`config.mk`:
```
export PLATFORM = sky130hd
export DESIGN_NAME = wes_wake_ctrl
export DESIGN_NICKNAME = d
export VERILOG_FILES = /design/src/wes_pkg.sv /design/src/wes_pulse_timer.sv /design/src/wes_wake_ctrl.sv
export SDC_FILE = /design/constraint.sdc
export NUM_CORES = 1
export LEC_CHECK = 0
export ABC_AREA = 1
export BUFFER_PORTS_ARGS = -buffer_cell sky130_fd_sc_hd__buf_2
export CORE_UTILIZATION = 45
export CTS_BUF_LIST = sky130_fd_sc_hd__clkbuf_8
export DETAILED_ROUTE_END_ITERATION = 7
export GPL_TIMING_DRIVEN = 0
export PLACE_DENSITY = 0.66
export SYNTH_ARGS = -nofsm -noshare
export SYNTH_HDL_FRONTEND = slang
export SYNTH_SLANG_ARGS = --single-unit
```
`constraint.sdc`:
```
create_clock -name hclk -period 1.9 [get_ports hclk]
set_input_delay 0 -clock hclk [delete_from_list [all_inputs] [get_ports hclk]]
set_output_delay 0 -clock hclk [all_outputs]
set_load 0.005 [all_outputs]
```
`src/wes_pkg.sv`:
```
package wes_pkg;
  // register byte addresses (low eight address bits)
  localparam logic [7:0]  A_BYTE_TEST = 8'h64;
  localparam logic [7:0]  A_HARDWARE_CONFIG_REGISTER    = 8'h74;
  localparam logic [7:0]  A_PWR_CTL   = 8'h84;
  localparam logic [7:0]  A_INT_STS   = 8'h90;
  localparam logic [7:0]  A_INT_MASK  = 8'h94;
  // power control field positions
  localparam int          F_PSS       = 12;
  localparam int          F_WFE       = 9;
  localparam int          F_EDE       = 8;
  localparam int          F_BUF       = 6;
  localparam int          F_WCS       = 4;
  localparam int          F_PULSE     = 3;
  localparam int          F_POL       = 2;
  localparam int          F_OE        = 1;
  localparam int          F_RDY       = 0;
  // wake cause codes
  localparam logic [1:0]  WCS_NONE    = 2'h0;
  localparam logic [1:0]  WCS_ENERGY  = 2'h1;
  localparam logic [1:0]  WCS_FRAME   = 2'h2;
  localparam logic [1:0]  WCS_MULTI   = 2'h3;
  // power state select codes
  localparam logic [1:0]  PSS_FULL    = 2'h0;
  localparam logic [1:0]  PSS_FRAME   = 2'h1;
  localparam logic [1:0]  PSS_ENERGY  = 2'h2;
  localparam logic [1:0]  PSS_RSVD    = 2'h3;
  // interrupt status bits
  localparam int          INT_WAKE    = 0;
  localparam int          INT_READY   = 1;
  localparam int          INT_W       = 2;
  // reset value and fixed byte test read pattern
  localparam logic [31:0] HARDWARE_CONFIG_REGISTER_RST  = 32'h0000_0000;
  localparam logic [31:0] BYTE_TEST_V = 32'h5A3C_C3A5; // arbitrary pattern
  // timing
  localparam int          CLK_HZ      = 50_000_000;
  localparam int          PULSE_MS    = 50;
  localparam int          PULSE_CYC   = PULSE_MS * (CLK_HZ / 1000);
  localparam int          STABLE_CYC  = 64;
  localparam int          CNT_W       = 22;
  typedef enum logic [1:0] {PH_STABLE, PH_RUN, PH_SLEEP} wes_phase_e;
endpackage

```
`src/wes_pulse_timer.sv`:
```
`timescale 1ns/1ps
module wes_pulse_timer #(
  parameter int W = 22,
  parameter int N = 2_500_000
) (
  input  wire logic hclk,
  input  wire logic hresetn,
  input  wire logic start,
  input  wire logic cancel,
  output logic      busy
);
  typedef struct packed {
    logic [W-1:0] cnt;
  } wes_tmr_s;

  wes_tmr_s q;
  wes_tmr_s d;

  // busy stands exactly N cycles, starting the cycle after start
  always_comb begin
    d = q;
    if (cancel) begin
      d.cnt = '0;
    end else if (start) begin
      d.cnt = W'(N);
    end else if (q.cnt != '0) begin
      d.cnt = q.cnt - W'(1);
    end
  end

  always_ff @(posedge hclk or negedge hresetn) begin
    if (!hresetn) begin
      q <= '0;
    end else begin
      q <= d;
    end
  end

  assign busy = (q.cnt != '0);
endmodule

```
`src/wes_wake_ctrl.sv`:
```
`timescale 1ns/1ps
// What this block does
// - wake cause reads 00 none, 01 energy, 10 frame, 11 multiple
// - writing one clears a wake cause bit; zero leaves it
// - wake cause clears only when back at full power and ready
// - a clear takes effect only while its event source is idle
// - pulse select set gives one 50 ms wake output pulse
// - pulse select clear holds the wake output until deactivated
// - wake output drops when cause cleared or its enable cleared
// - polarity bit picks active high when set, low when clear
// - open-drain drive ignores polarity and is always active low
// - output enable gates only the pin, never the interrupt
// - ready bit sets once the device has stabilised
// - power control register stays readable in every power state
// - power state 00 full, 01 frame detect, 10 energy, 11 reserved
// - buffer type clear is open-drain, set is push-pull
// - enabled events raise the wake output, and the interrupt only when its mask bit is set
// - any write to byte test wakes a sleeping device
module wes_wake_ctrl
  import wes_pkg::*;
#(
  parameter int PULSE_CYCLES  = PULSE_CYC,
  parameter int STABLE_CYCLES = STABLE_CYC
) (
  input  wire logic        hclk,
  input  wire logic        hresetn,
  input  wire logic        hsel,
  input  wire logic [31:0] haddr,
  input  wire logic [1:0]  htrans,
  input  wire logic        hwrite,
  input  wire logic [2:0]  hsize,
  input  wire logic [31:0] hwdata,
  input  wire logic        hready,
  output logic [31:0]      hrdata,
  output logic             hreadyout,
  output logic             hresp,
  input  wire logic        energy_event,
  input  wire logic        frame_event,
  input  wire logic        energy_src_active,
  input  wire logic        frame_src_active,
  output logic             wake_pin_o,
  output logic             wake_pin_oe,
  output logic             wake_irq,
  output logic [1:0]       power_state,
  output logic             device_ready
);
  import wes_pkg::*;

  typedef struct packed {
    wes_phase_e        ph;
    logic [15:0]       stab;
    logic [1:0]        pss;
    logic              wfe;
    logic              ede;
    logic              buf_pp;
    logic              pulse;
    logic              pol;
    logic              oe;
    logic [1:0]        wcs;
    logic              act;
    logic [31:0]       hwcfg;
    logic [INT_W-1:0]  ists;
    logic [INT_W-1:0]  imask;
    logic              dp_wr;
    logic [7:0]        dp_addr;
    logic [31:0]       rdata;
    logic              irq;
    logic              pin_o;
    logic              pin_oe;
    logic              tstart;
    logic [CNT_W:0]    run;
    logic              rdy;
  } wes_state_s;

  wes_state_s q;
  wes_state_s d;
  logic       busy;
  logic       ap;
  logic       ev_e;
  logic       ev_f;
  logic       lvl;
  logic       wr_pwr;
  logic [1:0] clr;
  logic [31:0] rd;

  wes_pulse_timer #(
    .W (CNT_W),
    .N (PULSE_CYCLES)
  ) u_tmr (
    .hclk    (hclk),
    .hresetn (hresetn),
    .start   (q.tstart),
    .cancel  (!q.act),
    .busy    (busy)
  );

  function automatic logic [1:0] merge(input logic [1:0] cur, input logic [1:0] ev);
    logic [1:0] r;
    r = cur;
    if (ev != WCS_NONE) begin
      if (cur == WCS_NONE) begin
        r = ev;
      end else if (cur != ev) begin
        r = WCS_MULTI;
      end
    end
    return r;
  endfunction

  always_comb begin
    d = q;
    d.tstart = 1'b0;
    clr = 2'h0;
    rd = 32'h0000_0000;
    ap = hsel & htrans[1] & hready;
    ev_e = energy_event & q.ede;
    ev_f = frame_event & q.wfe;
    wr_pwr = q.dp_wr & (q.dp_addr == A_PWR_CTL);
    // read data is fetched in the address phase so hrdata is a flop
    case (haddr[7:0])
      A_PWR_CTL: begin
        rd[F_PSS+:2] = q.pss;
        rd[F_WFE]    = q.wfe;
        rd[F_EDE]    = q.ede;
        rd[F_BUF]    = q.buf_pp;
        rd[F_WCS+:2] = q.wcs;
        rd[F_PULSE]  = q.pulse;
        rd[F_POL]    = q.pol;
        rd[F_OE]     = q.oe;
        rd[F_RDY]    = q.rdy;
      end
      A_HARDWARE_CONFIG_REGISTER:    rd = q.hwcfg;
      A_BYTE_TEST: rd = q.rdy ? BYTE_TEST_V : 32'h0000_0000;
      A_INT_STS:   rd = q.rdy ? 32'(q.ists) : 32'h0000_0000;
      A_INT_MASK:  rd = q.rdy ? 32'(q.imask) : 32'h0000_0000;
      default:     rd = 32'h0000_0000;
    endcase
    if (ap && !hwrite) begin
      d.rdata = rd;
      if (haddr[7:0] == A_INT_STS && q.rdy) begin
        d.ists = '0;
      end
    end
    d.dp_wr = ap & hwrite;
    d.dp_addr = haddr[7:0];
    // write data phase; before ready, mask writes, cause clears and power state changes are dropped
    if (q.dp_wr) begin
      case (q.dp_addr)
        A_PWR_CTL: begin
          d.wfe    = hwdata[F_WFE];
          d.ede    = hwdata[F_EDE];
          d.buf_pp = hwdata[F_BUF];
          d.pulse  = hwdata[F_PULSE];
          d.pol    = hwdata[F_POL];
          d.oe     = hwdata[F_OE];
          if (q.rdy) begin
            clr = hwdata[F_WCS+:2];
          end
          if (q.ph == PH_RUN && hwdata[F_PSS+:2] != PSS_FULL && hwdata[F_PSS+:2] != PSS_RSVD) begin
            d.pss = hwdata[F_PSS+:2];
            d.ph  = PH_SLEEP;
            d.rdy = 1'b0;
          end
        end
        A_HARDWARE_CONFIG_REGISTER: begin
          d.hwcfg = hwdata;
        end
        A_BYTE_TEST: begin
          if (q.ph == PH_SLEEP) begin
            d.pss  = PSS_FULL;
            d.ph   = PH_STABLE;
            d.stab = 16'(STABLE_CYCLES);
          end
        end
        A_INT_MASK: begin
          if (q.rdy) begin
            d.imask = hwdata[INT_W-1:0];
          end
        end
        default: ;
      endcase
    end
    // a cause bit whose source still reports an event cannot be cleared
    clr = clr & ~{frame_src_active, energy_src_active};
    d.wcs = q.wcs & ~clr;
    // events apply after the clear so a coincident event is kept
    d.wcs = merge(d.wcs, ev_e ? WCS_ENERGY : WCS_NONE);
    d.wcs = merge(d.wcs, ev_f ? WCS_FRAME : WCS_NONE);
    if (ev_e || ev_f) begin
      d.act = 1'b1;
      d.tstart = q.pulse;
      d.ists[INT_WAKE] = 1'b1;
    end else if (!((d.wcs[0] & d.ede) | (d.wcs[1] & d.wfe))) begin
      d.act = 1'b0;
    end
    case (q.ph)
      PH_STABLE: begin
        if (q.stab <= 16'h0001) begin
          d.stab = 16'h0000;
          d.ph   = PH_RUN;
          d.rdy  = 1'b1;
          d.ists[INT_READY] = 1'b1;
        end else begin
          d.stab = q.stab - 16'h0001;
        end
      end
      PH_RUN:   ;
      PH_SLEEP: ;
      default:  d.ph = PH_STABLE;
    endcase
    // static mode holds while active; pulse mode lasts the timer run
    lvl = q.act & (q.pulse ? busy : 1'b1);
    // consecutive pulse-mode active cycles, only watched by the pulse length check
    d.run = (q.act && q.pulse && busy) ? q.run + (CNT_W+1)'(1) : '0;
    if (d.buf_pp) begin
      d.pin_o  = d.pol ? lvl : ~lvl;
      d.pin_oe = d.oe;
    end else begin
      d.pin_o  = 1'b0;
      d.pin_oe = d.oe & lvl;
    end
    d.irq = |(d.ists & d.imask);
  end

  always_ff @(posedge hclk or negedge hresetn) begin
    if (!hresetn) begin
      q         <= '0;
      q.ph      <= PH_STABLE;
      q.stab    <= 16'(STABLE_CYCLES);
      q.hwcfg   <= HARDWARE_CONFIG_REGISTER_RST;
      q.pin_o   <= 1'b1;
    end else begin
      q <= d;
    end
  end

  assign hrdata       = q.rdata;
  assign hreadyout    = 1'b1;
  assign hresp        = 1'b0;
  assign wake_pin_o   = q.pin_o;
  assign wake_pin_oe  = q.pin_oe;
  assign wake_irq     = q.irq;
  assign power_state  = q.pss;
  assign device_ready = q.rdy;
endmodule
```
==> results of run 1 <==
layout make-up:
type,instances,area (um^2)
clock inverter,11,124
timing repair buffer,141,985
fill,1288,6160
tap,184,230
buffer,54,384
multi-input combinational,487,2610
inverter,96,360
clock buffer,21,289
sequential,133,3330
power groups by stage:
stage | Combinational, uW | Sequential [uW] | Clock (uW)
after floorplan | 1010 | 3330 | 0
after detailed placement | 1400 | 3370 | 0
after global routing | 1690 | 3350 | 2580
after global placement | 1370 | 3370 | 0
final | 1500 | 3320 | 2410
after CTS | 1480 | 3320 | 2480
per-layer routing:
layer / routed length [um] / global-route usage (%)
met1: 7040 / 27.5
met2: 7370 / 35.4
met3: 483 / 4.06
met4: 189 / 7.98
met5: 0 / 0
worst min-delay path by stage:
stage          cells past startpoint                endpoint  slack [ns]     start
2_1_floorplan                      0  device_ready$_DFF_PN0_       -0.30   hresetn
3_3_place_gp                       1         q[63]$_DFF_PN0_        0.12  haddr[3]
3_5_place_dp                       1      q[120]$_DFFE_PN0P_      -0.009   hresetn
4_1_cts                            2      q[119]$_DFFE_PN0P_        0.06   hresetn
5_1_grt                            2      q[119]$_DFFE_PN0P_         0.1   hresetn
6_report                           2      q[119]$_DFFE_PN0P_        0.08   hresetn
cell usage after synthesis (all sizes together):
cell type    n
nand2      157
nand3       31
o211ai       1
a22o         1
xnor2        3
dfstp        2
nor2       104
a21oi       51
nor3         7
mux2        12
inv         96
o31ai       10
ha           9
buf         43
o21bai       2
a31oi        3
xor2         9
nor4         3
o21ai       64
nand3b       1
clkbuf      11
o22ai        4
nand4       12
o211a        1
conb         2
dfrtp      131
sequential cells by signal (all words and copies together), names as in the netlist:
register,flops
hrdata,32
u_tmr.q,22
device_ready,1
wake_pin_o,1
wake_pin_oe,1
q,73
power_state,2
wake_irq,1
logic make-up after synthesis:
kind of cell    after synthesis  synth area share [%]
simple gates                315                  21.7
compound gates              137                  11.6
buf+inv                     150                  11.1
mux                          12                  2.03
other cells                   2                 0.113
flops                       133                  50.1
fa+ha+maj                     9                  1.69
xor+xnor                     12                  1.58
repair_timing:
action	CTS	global route
gates resized for setup	1	14
hold endpoints to repair	197	0
buffers inserted	0	6
endpoints found under the setup margin	1	20
pin swaps	0	6
hold buffers	47	0
metrics by stage:
stage	power, uW	setup TNS (ns)	cell area (um^2)
after global routing	7630	-0.0266	8320
after detailed placement	4770	0	7340
after CTS	7270	0	8230
after floorplan	4330	0	6640
final	7220	0	8320
after global placement	4740	-138.27	7310
==> impl_metrics.ini, run 1 <==
[global_routing]
grt_pass1_wl_um = 24600
grt_max_degree = 82
grt_pass1_vias = 5220
overflow = 0
antenna_found_initial = 0
grt_util_all_layers_pct = 21.3

[finish]
antenna_cells = 0
final_cell_mix = nand2_1, dfrtp_1, buf_2, inv_1, nor2_1
stdcell_count = 1127
utilization_pct = 57.4
drive_above_1_share_pct = 24.7
final_common_cell = nand2_1
syn2layout_area_growth_pct = 25.2
final_nets = 1017

[place]
io_buffers = 87
place.gp.congestion = 0.882
dpl.hpwl_um = 10400
place_ws_ns = 0.0158
placed_cells = 1042

[synth]
synth_warnings = 0
synthTopCellsByArea = dfrtp_1, nand2_1, nor2_1
synth_area_per_cell_um2 = 8.63
synth_top_area_share_pct = 49.3
postSynthCellCount = 770
syn-cell-area_mm2 = 0.00664
synth_cell_type_count = 43
ys_ff_latch = 133
yosys.area.top_type = dfrtp_1
ys_seq_area_share_pct = 50.1
syn-num-nets = 857

[timing]
period_share_pct = 92.9
slew_headroom_pct = 60.4
fin_crit_ns = 1.77
setup_ws_ns = 0.134
worst_pin_slew_ns = 0.595
hold_viol_final = 0
clock_skew_ns = 0.00896
slew_viol_final = 0
fmax_ghz = 0.566
hold_ws_ns = 0.0765
finalSetupViolCount = 0

[worst_setup_path]
crit_type = reg -> reg
cpMostUsedCell = nand2_1
crit_chain = inv_2, ha_4, nand2_1, nor2_2, nand2_2, nor2_4, nand3_1, nor2_2, nand2_1, nand2_1, a21oi_1
worst_r2r_path_depth = 11
cp_slowest_cell = dfrtp_1
crit_path_end_kind = flop
arrival_ns = 2.09
path_delay_family = simple AND/OR/NAND/NOR gates
critPathMaxStageDelay_ns = 0.39
cp-endpoint = u_tmr.q[4]$_DFFE_PN0P_
rr_endpoint = u_tmr.q[4]$_DFFE_PN0P_
r2r_start = u_tmr.q[0]$_DFFE_PN0P_
cp_num_buf_inv = 1
cp-start-kind = flop
required_ns = 2.23
cp-startpoint = u_tmr.q[0]$_DFFE_PN0P_
reg2reg_slack_ns = 0.13
cp_max_fo = 4
cp.depth = 11

[floorplan]
pin_count = 118
coreArea_mm2 = 0.0145
die_w_um = 124
placementRows = 44
dieHeight_um = 124
start_util_pct = 45.9
dieArea_mm2 = 0.0153

[clock_tree]
clockBufferDepth = 2
cts_buffers = 17
worstSkewPairLatency_ns = 0.44
clock-sinks = 133
cts_max_level = 4
cts_root_buffer = clkbuf_8
cts_tree = yes
clkTransAtPathRegs_ns = 0.08

[pwr]
powerDensity_mw_per_mm2 = 868
p_comb_share_pct = 20.7
leakagePower_uw = 0.00419
switching_power_uw = 2150
netSwitchingFraction_pct = 29.7
intPower_uw = 5080
peakVddDrop_uv = 654
pwr-share-clk_pct = 33.3
power_frac_seq_pct = 45.9

[outcome]
status = complete, no violations

[run]
max-cap-violations = 0

[detailed_routing]
via_per_inst = 4.78
routedWlPerCell_um = 13.4
vias = 5389
ant_nets = 0
drcViolationCount = 0
wirelength_um = 15100
drtPass1Iterations = 4
drt_iter0_drc = 230

[min_path]
hold_path_class = in -> async
(Power assumes the default switching activity.)
==> run 2, diff against run 1 <==
SYNTH_HIERARCHICAL = 1   (was default)
==> impl_metrics.ini, run 2 <==
[outcome]
status = complete, no violations

[synth]
synth-simple-area-share_pct = 26.3
syn-cell-area_mm2 = 0.00692
yosysMostFrequentCell = nand2_1
muxShareOfSynthArea_pct = 3.85
synth_ff_type = dfrtp_1
synth_area_per_cell_um2 = 8.56
synthArstFlopShare_pct = 100
syn-num-nets = 895
ys_top_cells_by_count = nand2_1, dfrtp_1, nor2_1, inv_1, buf_4
synth_top_family_by_area = simple AND/OR/NAND/NOR gates
synth_top_area_share_pct = 47.4
ys_seq_area_share_pct = 48.2
ys_ff_latch = 133
yosys.area.top_type = dfrtp_1
synth_xor_area_share_pct = 1.27
postSynthCellCount = 808
synth_compound_area_share_pct = 8.21
synth_cell_type_count = 51
synth-edff-count = 0
synth_fa_ha_area_share_pct = 1.63
synthTopCellsByArea = dfrtp_1, nand2_1, nor2_1
synth_warnings = 6

[detailed_routing]
wl_met2_um = 7440
ant_nets = 0
wl_met3_um = 606
vias = 5724
drtPass1Iterations = 7
via_per_inst = 4.89
top_layer = met4
drt_iter0_drc = 392
wirelength_um = 15900
drt-met1-wl_um = 7660
routedWlPerCell_um = 13.5
drcViolationCount = 0

[clock_tree]
cts_max_level = 4
worstSkewPairLatency_ns = 0.44
clkTransAtPathRegs_ns = 0.09
cts_root_buffer = clkbuf_8
clockBufferDepth = 2
cts_tree = yes
cts_buffers = 17
clock-sinks = 133

[worst_setup_path]
cp_slowest_cell = dfrtp_1
cp_max_fo = 6
rr_endpoint = q[125]$_DFFE_PN0P_
required_ns = 2.22
worst_r2r_path_depth = 11
crit_type = reg -> reg
reg2reg_slack_ns = 0.12
crit_chain = inv_1, nand2_2, nor2_4, buf_4, buf_4, nand3_2, nand3b_4, nand2_4, inv_1, nand2_1, o21ai_0
cp-start-kind = flop
critPathMaxStageDelay_ns = 0.37
r2r_start = q[61]$_DFF_PN0_
arrival_ns = 2.10
crit_path_end_kind = flop
cp-startpoint = q[61]$_DFF_PN0_

[place]
io_buffers = 87
place.gp.congestion = 0.868
dpl.hpwl_um = 11100
place_ws_ns = -0.200

[finish]
final_nets = 1061
top_register = q
utilization_pct = 58.4
largest_reg_flops = 73
final_common_cell = nand2_1
syn2layout_area_growth_pct = 24.6
antenna_cells = 0
drive_above_1_share_pct = 27.2
final_cell_mix = nand2_1, dfrtp_1, nor2_1, buf_2, inv_1
fill_cells = 1339

[floorplan]
coreArea_mm2 = 0.0148
dieHeight_um = 126
dieArea_mm2 = 0.0159
placementRows = 44
die_w_um = 126
start_util_pct = 46.9
pin_count = 118

[min_path]
worstHoldStart = htrans[1]
holdPathEnd = hrdata[7]$_DFFE_PN0P_
min_path_cells = 6
hold_path_class = in -> reg

[global_routing]
grt_pass1_wl_um = 27000
grt_util_all_layers_pct = 21.6
grt_max_degree = 74
antenna_found_initial = 0
grt_pass1_vias = 5571
overflow = 0

[pwr]
leakagePower_uw = 0.00449
powerDensity_mw_per_mm2 = 883
p_total_uw = 7620
peakVddDrop_uv = 872

[timing]
grt_setup_unrepaired = true
slew_headroom_pct = 50.6
period_share_pct = 93.8
tns_ns = 0
hold_viol_final = 0
finalSetupViolCount = 0
worst_pin_slew_ns = 0.734
setup_ws_ns = 0.119
fin_crit_ns = 1.78
fmax_ghz = 0.561
clock_skew_ns = 0.0114
slew_viol_final = 0

[run]
max-cap-violations = 0
-- run 2: repair_timing --
| action | 4_1_cts | 5_1_grt |
|---|---|---|
| pin swaps | 1 | 10 |
| resized for setup | 3 | 20 |
| endpoints found under the setup margin | 3 | 12 |
| endpoints found under the hold margin | 135 | 0 |
| hold buffers | 47 | 0 |
| setup buffers | 1 | 11 |
-- run 2: worst max-delay path, delay by kind of cell (launching register included) --
| kind | cells | cell delay [ns] |
|---|---|---|
| AND/OR/NAND/NOR | 6 | 0.77 |
| flip-flops | 1 | 0.37 |
| AO/OA/AOI/OAI | 1 | 0.07 |
| buffers and inverters | 4 | 0.44 |
-- run 2: cells by family (layout without fill, tap and decap cells) --
group | after synthesis | count (layout)
AND/OR/NAND/NOR | 394 | 394
adder cells (fa/ha/maj) | 9 | 9
XOR/XNOR | 10 | 10
AO/OA/AOI/OAI | 97 | 97
other | 2 | 2
buffers and inverters | 144 | 323
multiplexers | 19 | 19
flip-flops | 133 | 133
-- run 2: report_power, final --
group          total [uW]  internal, uW  switching (uW)
sequential           3430          3150             275
clock                2310          1070            1240
combinational        1880           860            1020
-- run 2: worst max path at each step --
| stage | end | slack (ns) | cells after the start |
|---|---|---|---|
| 2_1_floorplan | wake_pin_oe$_DFF_PN0_ | 0.23 | 9 |
| 3_3_place_gp | u_tmr/q[19]$_DFFE_PN0P_ | -1.06 | 1 |
| 3_5_place_dp | wake_pin_oe$_DFF_PN0_ | -0.20 | 9 |
| 4_1_cts | q[133]$_DFF_PN0_ | 0.006 | 9 |
| 5_1_grt | q[132]$_DFF_PN0_ | -0.009 | 12 |
| 6_report | q[125]$_DFFE_PN0P_ | 0.12 | 11 |
-- run 2: metal layers --
layer | up-vias | global-route usage, %
li1 | 2888 | -
met1 | 2707 | 30.3
met2 | 119 | 34.1
met3 | 10 | 4.25
met4 | 0 | 5.81
met5 | - | 0
-- run 2: final cells by class --
cell class | count | area (um^2) | share of cell area (%)
buffer | 53 | 387 | 4.49
clock buffer | 17 | 234 | 2.71
clock inverter | 15 | 145 | 1.68
inverter | 91 | 345 | 4.01
multi-input combinational | 531 | 2920 | 33.9
sequential | 133 | 3330 | 38.6
tap | 184 | 230 | 2.67
timing repair buffer | 147 | 1030 | 11.9
-- run 2: through the flow --
step	instance area, um^2	hold slack, ns	cells
after CTS	8480	0.108	1160
after global placement	7580	0.123	1079
after floorplan	6920	-0.296	808
after global routing	8620	0.182	1171
after detailed placement	7610	0.0771	1080
final	8620	0.131	1171
